[config.mk]
export PLATFORM = sky130hd
export DESIGN_NAME = nxb_device
export DESIGN_NICKNAME = d
export VERILOG_FILES = /design/src/rtl/nxb_pkg.sv /design/src/rtl/nxb_device.sv /design/src/rtl/nxb_addr_stage.sv
export SDC_FILE = /design/constraint.sdc
export NUM_CORES = 1
export LEC_CHECK = 0
export BUFFER_PORTS_ARGS = -buffer_cell sky130_fd_sc_hd__buf_2
export CAP_MARGIN = 20
export CORE_UTILIZATION = 50
export DETAILED_ROUTE_END_ITERATION = 10
export PLACE_DENSITY = 0.74
export SETUP_SLACK_MARGIN = 0.02
export SYNTH_ARGS = -nofsm -noshare
export SYNTH_HDL_FRONTEND = slang
export SYNTH_SLANG_ARGS = --single-unit
[constraint.sdc]
create_clock -name SYS_CLK -period 1.6 [get_ports SYS_CLK]
set_input_delay 0.32 -clock SYS_CLK [delete_from_list [all_inputs] [get_ports SYS_CLK]]
set_output_delay 0.32 -clock SYS_CLK [all_outputs]
set_load 0.01 [all_outputs]
[src/rtl/nxb_pkg.sv]
package nxb_pkg;

  typedef enum logic [2:0] {
    CYC_READ_FIRST   = 3'b000,
    CYC_READ_SECOND  = 3'b001,
    CYC_READ_THIRD   = 3'b010,
    CYC_BUS_RESET    = 3'b011,
    CYC_ADDR_FIRST   = 3'b100,
    CYC_ADDR_SECOND  = 3'b101,
    CYC_ADDR_THIRD   = 3'b110,
    CYC_WRITE        = 3'b111
  } nxb_cycle_t;

  typedef enum logic [2:0] {
    RGN_NONE     = 3'b000,
    RGN_DIG_OUT  = 3'b001,
    RGN_ANA_OUT  = 3'b010,
    RGN_DIG_IN   = 3'b011,
    RGN_ANA_IN   = 3'b100,
    RGN_USER     = 3'b101,
    RGN_MAKER    = 3'b110
  } nxb_region_t;

  localparam int         NXB_STAGES        = 3;
  localparam logic [2:0] NXB_NIB_HI_ZERO   = 3'h0;
  localparam logic [2:0] NXB_NIB_HI_MAKER  = 3'h1;
  localparam logic [1:0] NXB_N2_DIG_IN     = 2'h1;
  localparam logic [1:0] NXB_N2_ANA_IN     = 2'h2;
  localparam logic [1:0] NXB_N2_USER       = 2'h3;
  localparam logic [2:0] NXB_N2_DIG_OUT    = 3'h0;
  localparam logic [2:0] NXB_N2_ANA_OUT    = 3'h1;
  localparam int         NXB_VAL_BIT       = 0;
  localparam int         NXB_SEL_LSB       = 1;
  localparam int         NXB_SEL_MSB       = 3;
  localparam int         NXB_PRESENT_BIT   = 0;
  localparam logic [7:0] NXB_OUT_RESET     = 8'h00;
  localparam logic [3:0] NXB_OE_NIBBLE     = 4'hF;
  localparam logic [3:0] NXB_OE_PRESENT    = 4'h1;
  localparam logic [3:0] NXB_PRESENT_DATA  = 4'h0;

endpackage : nxb_pkg

[src/rtl/nxb_device.sv]
`timescale 1ns/10ps
module nxb_device
  import nxb_pkg::*;
(
  input  wire logic       SYS_CLK,
  input  wire logic       RSTN,
  input  wire logic       BUS_STROBE_N,
  input  wire logic [2:0] CYCLE_SELECT_LINES,
  input  wire logic [7:0] NIBBLE_DATA_IN,
  output logic      [3:0] NIBBLE_DATA_OUT,
  output logic      [3:0] NIBBLE_DATA_OE,
  input  wire logic [5:0] OUT_JUMPER,
  input  wire logic [6:0] IN_JUMPER,
  input  wire logic [3:0] INPUT_BITS,
  output logic      [7:0] DIGITAL_OUT,
  output logic            OUT_SELECTED,
  output logic            IN_SELECTED
);

  // classify a 12-bit address by its first two nibbles
  function automatic nxb_region_t region_of(input logic [3:0] n1, input logic [3:0] n2);
    nxb_region_t r;
    r = RGN_NONE;
    if (n1[3:1] == NXB_NIB_HI_MAKER) begin
      r = RGN_MAKER;
    end else if (n1[3:1] == NXB_NIB_HI_ZERO) begin
      if (n2[3:1] == NXB_N2_DIG_OUT) begin
        r = RGN_DIG_OUT;
      end else if (n2[3:1] == NXB_N2_ANA_OUT) begin
        r = RGN_ANA_OUT;
      end else if (n2[3:2] == NXB_N2_DIG_IN) begin
        r = RGN_DIG_IN;
      end else if (n2[3:2] == NXB_N2_ANA_IN) begin
        r = RGN_ANA_IN;
      end else if (n2[3:2] == NXB_N2_USER) begin
        r = RGN_USER;
      end
    end
    return r;
  endfunction : region_of

  // prefix match of the output board: lvl 0..2 checks nibbles up to lvl
  function automatic logic out_match(input int lvl, input logic [3:0] n1, input logic [3:0] n2,
                                     input logic [3:0] n3, input logic [5:0] jp);
    logic ok;
    ok = (n1[3:1] == NXB_NIB_HI_ZERO) && (n1[0] == jp[5]);
    if (lvl >= 1) begin
      ok = ok && (region_of(n1, n2) == RGN_DIG_OUT) && (n2[0] == jp[4]);
    end
    if (lvl >= 2) begin
      ok = ok && (n3 == jp[3:0]);
    end
    return ok;
  endfunction : out_match

  // prefix match of the input board
  function automatic logic in_match(input int lvl, input logic [3:0] n1, input logic [3:0] n2,
                                    input logic [3:0] n3, input logic [6:0] jp);
    logic ok;
    ok = (n1[3:1] == NXB_NIB_HI_ZERO) && (n1[0] == jp[6]);
    if (lvl >= 1) begin
      ok = ok && (region_of(n1, n2) == RGN_DIG_IN) && (n2[1:0] == jp[5:4]);
    end
    if (lvl >= 2) begin
      ok = ok && (n3 == jp[3:0]);
    end
    return ok;
  endfunction : in_match

  // two-flop synchronisers for every pin input except the clock and RSTN
  logic       strobe_meta_reg;
  logic       strobe_sync_reg;
  logic [2:0] sel_meta_reg;
  logic [2:0] sel_sync_reg;
  logic [7:0] data_meta_reg;
  logic [7:0] data_sync_reg;
  logic [5:0] ojp_meta_reg;
  logic [5:0] ojp_sync_reg;
  logic [6:0] ijp_meta_reg;
  logic [6:0] ijp_sync_reg;
  logic [3:0] inb_meta_reg;
  logic [3:0] inb_sync_reg;

  always_ff @(posedge SYS_CLK) begin
    if (!RSTN) begin
      strobe_meta_reg <= 1'b1;
      strobe_sync_reg <= 1'b1;
      sel_meta_reg    <= 3'h0;
      sel_sync_reg    <= 3'h0;
      data_meta_reg   <= 8'h00;
      data_sync_reg   <= 8'h00;
    end else begin
      strobe_meta_reg <= BUS_STROBE_N;
      strobe_sync_reg <= strobe_meta_reg;
      sel_meta_reg    <= CYCLE_SELECT_LINES;
      sel_sync_reg    <= sel_meta_reg;
      data_meta_reg   <= NIBBLE_DATA_IN;
      data_sync_reg   <= data_meta_reg;
    end
  end

  always_ff @(posedge SYS_CLK) begin
    if (!RSTN) begin
      ojp_meta_reg <= 6'h00;
      ojp_sync_reg <= 6'h00;
      ijp_meta_reg <= 7'h00;
      ijp_sync_reg <= 7'h00;
      inb_meta_reg <= 4'h0;
      inb_sync_reg <= 4'h0;
    end else begin
      ojp_meta_reg <= OUT_JUMPER;
      ojp_sync_reg <= ojp_meta_reg;
      ijp_meta_reg <= IN_JUMPER;
      ijp_sync_reg <= ijp_meta_reg;
      inb_meta_reg <= INPUT_BITS;
      inb_sync_reg <= inb_meta_reg;
    end
  end

  // cycle capture while the strobe is low, commit when it rises
  logic       strobe_low;
  logic       strobe_low_prev_reg;
  nxb_cycle_t cap_cyc_reg;
  logic [7:0] cap_data_reg;
  logic       commit;
  nxb_cycle_t live_cyc;

  assign strobe_low = ~strobe_sync_reg;
  assign live_cyc   = nxb_cycle_t'(sel_sync_reg);
  assign commit     = strobe_low_prev_reg && !strobe_low;

  always_ff @(posedge SYS_CLK) begin
    if (!RSTN) begin
      strobe_low_prev_reg <= 1'b0;
    end else begin
      strobe_low_prev_reg <= strobe_low;
    end
  end

  always_ff @(posedge SYS_CLK) begin
    if (!RSTN) begin
      cap_cyc_reg  <= CYC_READ_FIRST;
      cap_data_reg <= 8'h00;
    end else if (strobe_low) begin
      cap_cyc_reg  <= live_cyc;
      cap_data_reg <= data_sync_reg;
    end
  end

  logic bus_reset_ev;
  assign bus_reset_ev = commit && (cap_cyc_reg == CYC_BUS_RESET);

  // three address stages
  logic [7:0] stage_byte [NXB_STAGES];
  logic       stage_valid [NXB_STAGES];
  logic [3:0] nib [NXB_STAGES];

  genvar k;
  generate
    for (k = 0; k < NXB_STAGES; k++) begin : g_stage
      logic       load_k;
      logic       clear_k;
      logic       prior_ok;
      logic       hit_k;
      logic [3:0] p1;
      logic [3:0] p2;
      logic [3:0] p3;

      assign nib[k]  = stage_byte[k][3:0];
      assign load_k  = commit && (cap_cyc_reg == nxb_cycle_t'(CYC_ADDR_FIRST + k));
      // a fresh earlier nibble drops every later one; a lone third cycle keeps the rest
      assign clear_k = bus_reset_ev || (commit && (cap_cyc_reg >= CYC_ADDR_FIRST)
                       && (cap_cyc_reg < nxb_cycle_t'(CYC_ADDR_FIRST + k)));
      assign prior_ok = (k == 0) ? 1'b1 : stage_valid[(k == 0) ? 0 : k - 1];
      assign p1 = (k == 0) ? cap_data_reg[3:0] : nib[0];
      assign p2 = (k == 1) ? cap_data_reg[3:0] : nib[1];
      assign p3 = cap_data_reg[3:0];
      assign hit_k = prior_ok && (out_match(k, p1, p2, p3, ojp_sync_reg)
                     || in_match(k, p1, p2, p3, ijp_sync_reg));

      nxb_addr_stage u_stage (
        .clk     (SYS_CLK),
        .rst_n   (RSTN),
        .clear   (clear_k),
        .load    (load_k),
        .hit     (hit_k),
        .din     (cap_data_reg),
        .byte_q  (stage_byte[k]),
        .valid_q (stage_valid[k])
      );
    end
  endgenerate

  // selection holds until the address changes
  logic all_valid;
  logic sel_out;
  logic sel_in;

  assign all_valid = stage_valid[0] && stage_valid[1] && stage_valid[2];
  assign sel_out   = all_valid && out_match(2, nib[0], nib[1], nib[2], ojp_sync_reg);
  assign sel_in    = all_valid && in_match(2, nib[0], nib[1], nib[2], ijp_sync_reg);

  always_ff @(posedge SYS_CLK) begin
    if (!RSTN) begin
      OUT_SELECTED <= 1'b0;
      IN_SELECTED  <= 1'b0;
    end else begin
      OUT_SELECTED <= sel_out;
      IN_SELECTED  <= sel_in;
    end
  end

  // output control register write
  always_ff @(posedge SYS_CLK) begin
    if (!RSTN || bus_reset_ev) begin
      DIGITAL_OUT <= NXB_OUT_RESET;
    end else if (commit && (cap_cyc_reg == CYC_WRITE) && sel_out) begin
      // upper data bits are ignored
      DIGITAL_OUT[cap_data_reg[NXB_SEL_MSB:NXB_SEL_LSB]] <= cap_data_reg[NXB_VAL_BIT];
    end
  end

  // read drive, only on the low nibble and only while selected
  logic [3:0] data_next;
  logic [3:0] oe_next;

  always_comb begin
    data_next = 4'h0;
    oe_next   = 4'h0;
    if (strobe_low) begin
      if (sel_out && (live_cyc <= CYC_READ_THIRD)) begin
        data_next = NXB_PRESENT_DATA;
        oe_next   = NXB_OE_PRESENT;
      end else if (sel_in && (live_cyc == CYC_READ_FIRST)) begin
        data_next = inb_sync_reg;
        oe_next   = NXB_OE_NIBBLE;
      end else if (sel_in && (live_cyc == CYC_READ_SECOND)) begin
        data_next = NXB_PRESENT_DATA;
        oe_next   = NXB_OE_PRESENT;
      end
    end
  end

  always_ff @(posedge SYS_CLK) begin
    if (!RSTN) begin
      NIBBLE_DATA_OUT <= 4'h0;
      NIBBLE_DATA_OE  <= 4'h0;
    end else begin
      NIBBLE_DATA_OUT <= data_next;
      NIBBLE_DATA_OE  <= oe_next;
    end
  end

endmodule : nxb_device

[src/rtl/nxb_addr_stage.sv]
`timescale 1ns/10ps
module nxb_addr_stage
  import nxb_pkg::*;
(
  input  wire logic       clk,
  input  wire logic       rst_n,
  input  wire logic       clear,
  input  wire logic       load,
  input  wire logic       hit,
  input  wire logic [7:0] din,
  output logic      [7:0] byte_q,
  output logic            valid_q
);

  // whole byte kept so 8-bit addressing is latched as well
  always_ff @(posedge clk) begin
    if (!rst_n) begin
      byte_q <= 8'h00;
    end else if (load && hit) begin
      byte_q <= din;
    end
  end

  always_ff @(posedge clk) begin
    if (!rst_n || clear) begin
      valid_q <= 1'b0;
    end else if (load) begin
      valid_q <= hit;
    end
  end

endmodule : nxb_addr_stage

# Word level (Yosys, flattened, before mapping)
# Cells that the tools add are included.
# totals
ff_bits	91
out_inout_bits	18
word_cells	146
# op_classes
order_cmp	7
n_eq_ne	31
n_mux	20
n_bitwise	3
n_reduce_logical	58
# ops
cell	count
3-bit two-way mux	14
1-bit logical AND	40
3-bit by 1-bit equality test with 1-bit output (second input constant)	6
4-bit equality test	4
3-bit equality test (second input constant)	4
3-bit zero test	4
1-bit logical OR	10
3-bit by 2-bit equality test with 1-bit output (second input constant)	3
3-bit < comparator (second input constant)	3
8-bit bitwise mux	1
2-bit equality test (second input constant)	4
1-bit equality test	6
2-bit by 1-bit equality test with 1-bit output (second input constant)	2
2-bit equality test	2
3-bit by 4-bit < comparator with 1-bit output (second input constant)	1
4-bit two-way mux	1
4-bit OR reduction	1
1-bit demux with 3-bit select	1
3-bit by 1-bit >= comparator with 1-bit output (second input constant)	1
3-bit >= comparator (second input constant)	1
3-bit by 2-bit <= comparator with 1-bit output (second input constant)	1
1-bit two-way mux	3
1-bit inverter	3
3-bit OR reduction	1
other kinds (2)	2

# Logic depth before layout (Yosys ltp)
# Gate-level depths: netlist of run 1.
# depth
ltp_word	17
mapped_depth	6
ltp_nobuf	5

# Hierarchy
# A second synthesis of run 1 with hierarchy kept.
# hier_totals
cells_unflattened	415
area_unflattened_um2	4309.1
# by_module_without_submodules
module	instances	cells_per_inst	area_per_inst_um2	seq_area_each_um2
nxb_device	1	292	3104.2	1721.7
nxb_addr_stage	3	41	401.6	180.2

# Worst setup path after synthesis of run 1
# No wires, ideal clock.
# synth_path
path_type	flip-flop to flip-flop
from	register g_stage[0].u_stage.byte_q[0]
to	register DIGITAL_OUT[6]
arrival_ps	1466
slack_ps	2
path_stages_with_launch	7
n_path_buf	1
period_less_slack_ps	1598
cell_sequence	dfxtp_1 > xnor2_1 > nand3_1 > or3_1 > clkbuf_1 > o31ai_1 > a21oi_1
# synth_via
elab_chain_len	7
# synth_lines
item	line	text
start, declared	nxb_addr_stage.sv:11	output logic [7:0] byte_q,
start signal, assigned	nxb_addr_stage.sv:20	byte_q <= din;
1-bit equality test	nxb_device.sv:46	ok = (n1[3:1] == NXB_NIB_HI_ZERO) && (n1[0] == jp[5]);
1-bit logical AND	nxb_device.sv:46	
1-bit logical AND (2 in series)	nxb_device.sv:48	ok = ok && (region_of(n1, n2) == RGN_DIG_OUT) && (n2[0] == jp[4]);
1-bit logical AND	nxb_device.sv:51	ok = ok && (n3 == jp[3:0]);
1-bit logical AND	nxb_device.sv:200	assign sel_out = all_valid && out_match(2, nib[0], nib[1], nib[2], ojp_sync_reg);
1-bit logical AND	nxb_device.sv:217	end else if (commit && (cap_cyc_reg == CYC_WRITE) && sel_out) begin
end signal, assigned by index	nxb_device.sv:219	DIGITAL_OUT[cap_data_reg[NXB_SEL_MSB:NXB_SEL_LSB]] <= cap_data_reg[NXB_VAL_BIT];
end, declared	nxb_device.sv:15	output logic [7:0] DIGITAL_OUT,
# No other way between the ends.
# A chain may end at the register's enable or synchronous reset.

# Final worst setup path of run 1
# layout_path
from	register g_stage[2].u_stage.byte_q[2]
to	register DIGITAL_OUT[7]
# layout_via
elab_chain_len	4
# layout_lines
item	line
start, declared	nxb_addr_stage.sv:11
start signal, assigned	nxb_addr_stage.sv:20
4-bit equality test	nxb_device.sv:51
1-bit logical AND	nxb_device.sv:51
1-bit logical AND	nxb_device.sv:200
1-bit logical AND	nxb_device.sv:217
# No other way between the ends.

==> metrics.md, run 1 <==
| Metric | Value |
|---|---|
| Clk Latency, worst-skew pair | `0.35 ns` |
| FMAX | `641 MHz` |
| Worst hold slack | `0.149 ns` |
| Slew @ Worst Pin | `0.461 ns` |
| Static leakage | `1.76 nW` |
| Initial Util | `52.8%` |
| CTS root buffer | `clkbuf_8` |
| CTS clk-pin slew, worst paths | `0.09 ns` |
| IO buf count | `44` |
| Biggest register | `g_stage.u_stage.byte_q` |
| Ys async rst share | `0%` |
| Core area | `0.00606 sq mm` |
| First-pass GRT wire length | `9580 microns` |
| Via count | `2350` |
| DRT Pass-1 Iters | `4` |
| Inst Count DP | `454` |
| Hpwl dp | `4190 microns` |
| Fin cells | `471` |
| Routed Antenna Nets | `0` |
| GRT Util Overall | `19.3%` |
| Final hold vios | `0` |
| Syn_nets | `345` |
| Synth Area in Simple Gates | `25.1%` |
| H-tree levels | `3` |
| CP Class | `reg2reg` |
| Post-synthesis sequential area ratio | `55.7%` |
| Fill count | `449` |
| DR WL/cell | `12.9 microns` |
| Nature of the critical path startpoint | `register` |
| Area contributors post-synth | `dfxtp_1, and2_1, xnor2_1` |
| Die width | `82.0 microns` |
| Post-Synth Adder-Cell Area | `0%` |
| Clock Sink Count | `89` |
| CTS tree | `done` |
| Routability Congestion | `0.854` |
| Initial antenna violation count | `0` |
| Nets | `422` |
| Ant. Diodes | `0` |
| Yosys reg bits | `89` |
| Initial DRC count | `113` |
| Library cells used by synthesis | `40` |
| Post-Route Skew | `0.00793 ns` |
| Slew headroom | `69.1%` |
| Count leader, synth | `dfxtp_1` |
| GRT overflow | `0` |
| Yosys top cell by area | `dfxtp_1` |
| Post-synth top cells | `dfxtp_1, and2_1, xnor2_1` |
| Crit-path slowest cell | `or3_4` |
| Pwr dens | `1050 mW/mm^2` |
| Synth Area in Compound Gates | `6.84%` |
| Data required, critical path | `1.85 ns` |
| Vias in the first global route | `2103` |
| Share of cells above drive strength 1 | `35.6%` |
| Via-to-Cell Ratio | `4.99` |
| Largest net degree at the start of global routing | `55` |
| Slew Viols, Final | `0` |
| Arr. time, crit path | `1.81 ns` |
| Total of warnings raised by yosys | `0` |
| Max reg flops | `12` |
| Io pins | `49` |
| Final Routed Wirelength | `6060 microns` |
| Die area | `0.00672 sq mm` |
| Num CTS Buffers | `9` |
| Top-area cell type share of the netlist area | `55.7%` |
| Largest family of logic cells by synthesized area | `simple AND/OR/NAND/NOR gates` |
| Run status | `finished clean` |
| Number of synthesized flops with an enable pin | `0` |
| Worst min path class | `in2reg` |
| Tcrit/Tclk final | `97.6%` |
| VDD IR max | `0.819 mV` |
| Slowest stage delay, CP | `0.47 ns` |
| Crit path cell chain | `xnor2_1 -> nand4_1 -> or3_4 -> o31ai_4 -> a21oi_1` |
| Synthesis-to-finish area growth | `29.7%` |
| Setup-failing EPs final | `0` |
| Row count | `28` |
| Maximum clock path buffer count | `2` |
| Die Y | `82.0 microns` |
| Largest regs | `g_stage.u_stage.byte_q: 12 flops, DIGITAL_OUT: 8 flops` |
| DRC | `0` |
| Post-Synthesis Cells | `314` |
| Primary FF master, synth | `dfxtp_1` |
| Synthesized area | `0.00320 sq mm` |
| Critical Path Fanout Max | `8` |
| CP Capture Type | `register` |
| Max-Cap Viols | `0` |
| Fin crit period | `1.56 ns` |
| RSZ-0062 raised after global routing | `yes` |
| Syn_area_per_cell | `10.2 sq um` |
| Multiplexer area fraction after synthesis | `2.81%` |
| Hold_buf cts | `0` |
| Synth Area in XOR/XNOR | `6.57%` |
[power breakdown]
part	switching, mW	internal, mW
Combinational	0.0987	0.123
Sequential	0.0285	2.27
Clock	0.780	1.04
Total	0.907	3.43
[critical path: cells and delay by family (launching register included)]
family           cells  cell delay, ns
AND/OR/NAND/NOR      2            0.65
flip-flops           1            0.34
XOR/XNOR             1            0.15
AO/OA/AOI/OAI        2            0.32
[metal layers]
| layer | part of all wire (%) | track usage [%] | vias up | routed length [microns] |
|---|---|---|---|---|
| met5 | 0 | 0 | - | 0 |
| met4 | 1.4 | 8.95 | 0 | 84 |
| met3 | 3.6 | 4.11 | 8 | 220 |
| met2 | 48 | 31.8 | 50 | 2920 |
| met1 | 47 | 23.9 | 1086 | 2830 |
| li1 | - | - | 1206 | - |
[through the flow]
step	setup slack, ns	TNS, ns	power (mW)	area, sq um	util, %
2_1_floorplan	0.0216	0	2.47	3230	-
3_3_place_gp	-0.0445	-0.262	2.56	3780	62.3
3_5_place_dp	-0.0998	-0.596	2.57	3780	62.3
4_1_cts	0.0214	0	4.37	4100	67.6
5_1_grt	-0.0696	-0.482	4.49	4150	68.5
6_report	0.0390	0	4.34	4150	68.5
[cells by family after synthesis]
| group | after synthesis |
|---|---|
| AND/OR/NAND/NOR | 134 |
| flip-flops | 89 |
| AO/OA/AOI/OAI | 36 |
| XOR/XNOR | 24 |
| buffers and inverters | 22 |
| multiplexers | 9 |
[final cells by class]
| cell class | count | area, sq um | area share, % |
|---|---|---|---|
| clock buffers | 9 | 124 | 2.98 |
| clock inverters | 7 | 119 | 2.86 |
| inverters | 5 | 18.8 | 0.452 |
| multi-input cells | 203 | 1440 | 34.6 |
| flip-flops and latches | 89 | 1800 | 43.4 |
| well taps | 75 | 93.8 | 2.26 |
| repair buffers | 83 | 558 | 13.4 |
[worst paths after layout]
check	slack, ns	start	end	cells after the start
setup / recovery	0.04	g_stage[2].u_stage.byte_q[2]	DIGITAL_OUT[7]	5
hold / removal	0.15	BUS_STROBE_N	strobe_meta_reg	2
setup reg to reg	0.04	g_stage[2].u_stage.byte_q[2]	DIGITAL_OUT[7]	5
hold reg to reg	0.41	strobe_meta_reg	strobe_sync_reg	1
[layout by cell type, fill, tap and decap left out, drive strengths merged, types with 3 or more instances in the layout]
| cell | count |
|---|---|
| nand2b | 3 |
| and2 | 52 |
| nor2 | 21 |
| buf | 83 |
| inv | 4 |
| xnor2 | 24 |
| nor3 | 3 |
| nand4 | 12 |
| or3 | 3 |
| dfxtp | 89 |
| bufinv | 3 |
| nand2 | 8 |
| nand3 | 15 |
| o31ai | 3 |
| mux2i | 9 |
| a21oi | 17 |
| clkinv | 3 |
| o21ai | 7 |
| and3 | 6 |
| clkbuf | 9 |
[timing repair]
item / CTS / global route
buffers inserted: 1 / 0
pin swaps: 11 / 2
gates resized for setup: 17 / 16
hold endpoints to repair: 0 / 0
endpoints found under the setup margin: 13 / 22
Power figures use the tool's default switching activity.
==> run 2: changes to the inputs <==
--- a/config.mk
+++ b/config.mk
@@ -10,6 +10,7 @@
 export CORE_UTILIZATION = 50
 export DETAILED_ROUTE_END_ITERATION = 10
 export PLACE_DENSITY = 0.74
+export REMOVE_ABC_BUFFERS = 1
 export SETUP_SLACK_MARGIN = 0.02
 export SYNTH_ARGS = -nofsm -noshare
 export SYNTH_HDL_FRONTEND = slang
==> run 2 against run 1 <==
The run now ends with setup timing left. Critical path depth increased by 1. Sequential power barely moved. Count of clock-buffer cells in the layout up 1. Total power increased by 3.5%. Global-route usage grew 0.47 points. Fmax is 6.0% lower. Sequential share of layout area decreased by 0.42 points. Core utilization grew 0.81 points. Worst hold slack worse by 0.0037 ns. Critical endpoint is now NIBBLE_DATA_OE[0].
==> metrics.md, run 2 (synthesis gave the netlist of run 1 again) <==
| Metric | Value |
|---|---|
| CTS clk-pin slew, worst paths | `0.09 ns` |
| Fin crit period | `1.66 ns` |
| CP Class | `reg2reg` |
| Nature of the critical path startpoint | `register` |
| Pwr dens | `1070 mW/mm^2` |
| Run status | `complete, but fails checks` |
| Share of cells above drive strength 1 | `37.1%` |
| Core area | `0.00606 sq mm` |
| Core Util, Final | `69.3%` |
| Inst Count DP | `448` |
| Violated checks | `setup timing` |
| Clock power frac | `43.4%` |
| DRC | `0` |
| Largest regs | `g_stage.u_stage.byte_q: 12 flops, DIGITAL_OUT: 8 flops` |
| Clock Sink Count | `89` |
| DRT Pass-1 Iters | `4` |
| First-pass GRT wire length | `9870 microns` |
| Static leakage | `1.75 nW` |
| Clk Latency, worst-skew pair | `0.36 ns` |
| Final hold vios | `0` |
| GRT Util Overall | `19.8%` |
| Final Routed Wirelength | `6270 microns` |
| Int Pwr | `3.60 mW` |
| Worst min path class | `in2reg` |
| Sequential cell area | `0.00181 sq mm` |
| Worst reg2reg startpoint | `g_stage[2].u_stage.byte_q[2]` |
| Ant. Diodes | `0` |
| H-tree levels | `3` |
| Setup-failing EPs final | `4` |
| Slew @ Worst Pin | `0.307 ns` |
| Post-Route Skew | `0.0142 ns` |
| Initial DRC count | `193` |
| Fill count | `462` |
| IO buf count | `44` |
| CP Capture Type | `register` |
| CTS tree | `done` |
| Largest net degree at the start of global routing | `56` |
| Tcrit/Tclk final | `104%` |
| FMAX | `602 MHz` |
| Hold Startpoint | `BUS_STROBE_N` |
| Max reg flops | `12` |
| Fin cells | `471` |
| Multi-input gate area in the final layout | `0.00147 sq mm` |
| Io pins | `49` |
| Fraction of power spent switching nets | `19.9%` |
| VDD IR max | `0.653 mV` |
| Slew Viols, Final | `0` |
| Hpwl dp | `4010 microns` |
| Max-Cap Viols | `0` |
| Placed Area | `0.00370 sq mm` |
| Via count | `2386` |
| Most frequent cells in the layout | `dfxtp_1, and2_1, buf_2` |
| CTS root buffer | `clkbuf_8` |
| Final instance area | `0.00420 sq mm` |
| Combinational power share | `5.3%` |
| NetSw | `0.895 mW` |
| Slew headroom | `79.4%` |
| Die width | `82.0 microns` |
| Vias in the first global route | `2163` |
| Initial antenna violation count | `0` |
| Via-to-Cell Ratio | `5.07` |
| Critical Path Fanout Max | `7` |
| DR WL/cell | `13.3 microns` |
| Maximum clock path buffer count | `2` |
| Final setup margin | `-0.0601 ns` |
| Data required, critical path | `1.90 ns` |
| Setup crit start | `g_stage[2].u_stage.byte_q[2]` |
| Hold_buf cts | `0` |
| GRT overflow | `0` |
| Arr. time, crit path | `1.96 ns` |
| Commonest non-fill, non-tap cell in the layout | `dfxtp_1` |
| RSZ-0062 raised after global routing | `yes` |
| Biggest register | `g_stage.u_stage.byte_q` |
| Routed Antenna Nets | `0` |
| Die Y | `82.0 microns` |
| Initial Util | `52.8%` |
| Synthesis-to-finish area growth | `31.2%` |
| Nets | `422` |
| Num CTS Buffers | `9` |
| Flop pwr share | `51.3%` |
| Die area | `0.00672 sq mm` |
| Row count | `28` |
| Routability Congestion | `0.889` |
[run 2: cell type report]
cell class / count / share of cell area, %
Timing Repair Buffer: 83 / 13.2
Clock inverter: 6 / 3.10
Inverter: 5 / 0.447
Tap cell: 75 / 2.23
Clock buffer: 10 / 3.04
Sequential cell: 89 / 43.0
Multi-Input combinational cell: 203 / 35.0
[run 2: worst paths after layout]
check | end | slack (ns) | depth (start not counted)
worst max register to register | NIBBLE_DATA_OE[0] | -0.06 | 6
worst max-delay path | NIBBLE_DATA_OE[0] | -0.06 | 6
worst min register to register | strobe_sync_reg | 0.42 | 1
worst min-delay path | strobe_meta_reg | 0.14 | 2
[run 2: critical path: stages, from the launching register on]
cell     delay, ns
dfxtp_2       0.35
xnor2_1       0.19
nand4_1       0.20
or3_4         0.51
buf_6         0.14
nor2_1        0.08
o21ba_2       0.12
[run 2: repair_timing]
item / CTS / global route
pin swaps: 10 / 13
setup buffers: 4 / 3
gates resized for setup: 13 / 37
setup endpoints to repair: 17 / 21
gates cloned: 0 / 0
[run 2: metal layers]
| metal | GRT usage [%] | wire, microns | vias to the layer above |
|---|---|---|---|
| li1 | - | - | 1210 |
| met1 | 24.1 | 2820 | 1089 |
| met2 | 33.0 | 3010 | 73 |
| met3 | 3.78 | 287 | 14 |
| met4 | 10.0 | 147 | 0 |
| met5 | 0 | 0 | - |
[run 2: power by group through the flow]
| stage | logic (mW) | registers [mW] | clock network, mW |
|---|---|---|---|
| 3_3_place_gp | 0.199 | 2.35 | 0 |
| 5_1_grt | 0.263 | 2.31 | 2.08 |
| 4_1_cts | 0.215 | 2.30 | 1.98 |
| 3_5_place_dp | 0.206 | 2.35 | 0 |
| 2_1_floorplan | 0.101 | 2.35 | 0 |
| 6_report | 0.239 | 2.30 | 1.95 |
[run 2: stage by stage]
stage          power [mW]  setup WS [ns]  TNS [ns]  hold WS (ns)
2_1_floorplan        2.45         -0.140    -0.545         0.386
3_3_place_gp         2.55        -0.0716    -0.364         0.395
3_5_place_dp         2.56         -0.114    -0.680         0.407
4_1_cts              4.49         0.0194         0         0.136
5_1_grt              4.65         -0.117    -0.980         0.140
6_report             4.49        -0.0601    -0.158         0.145
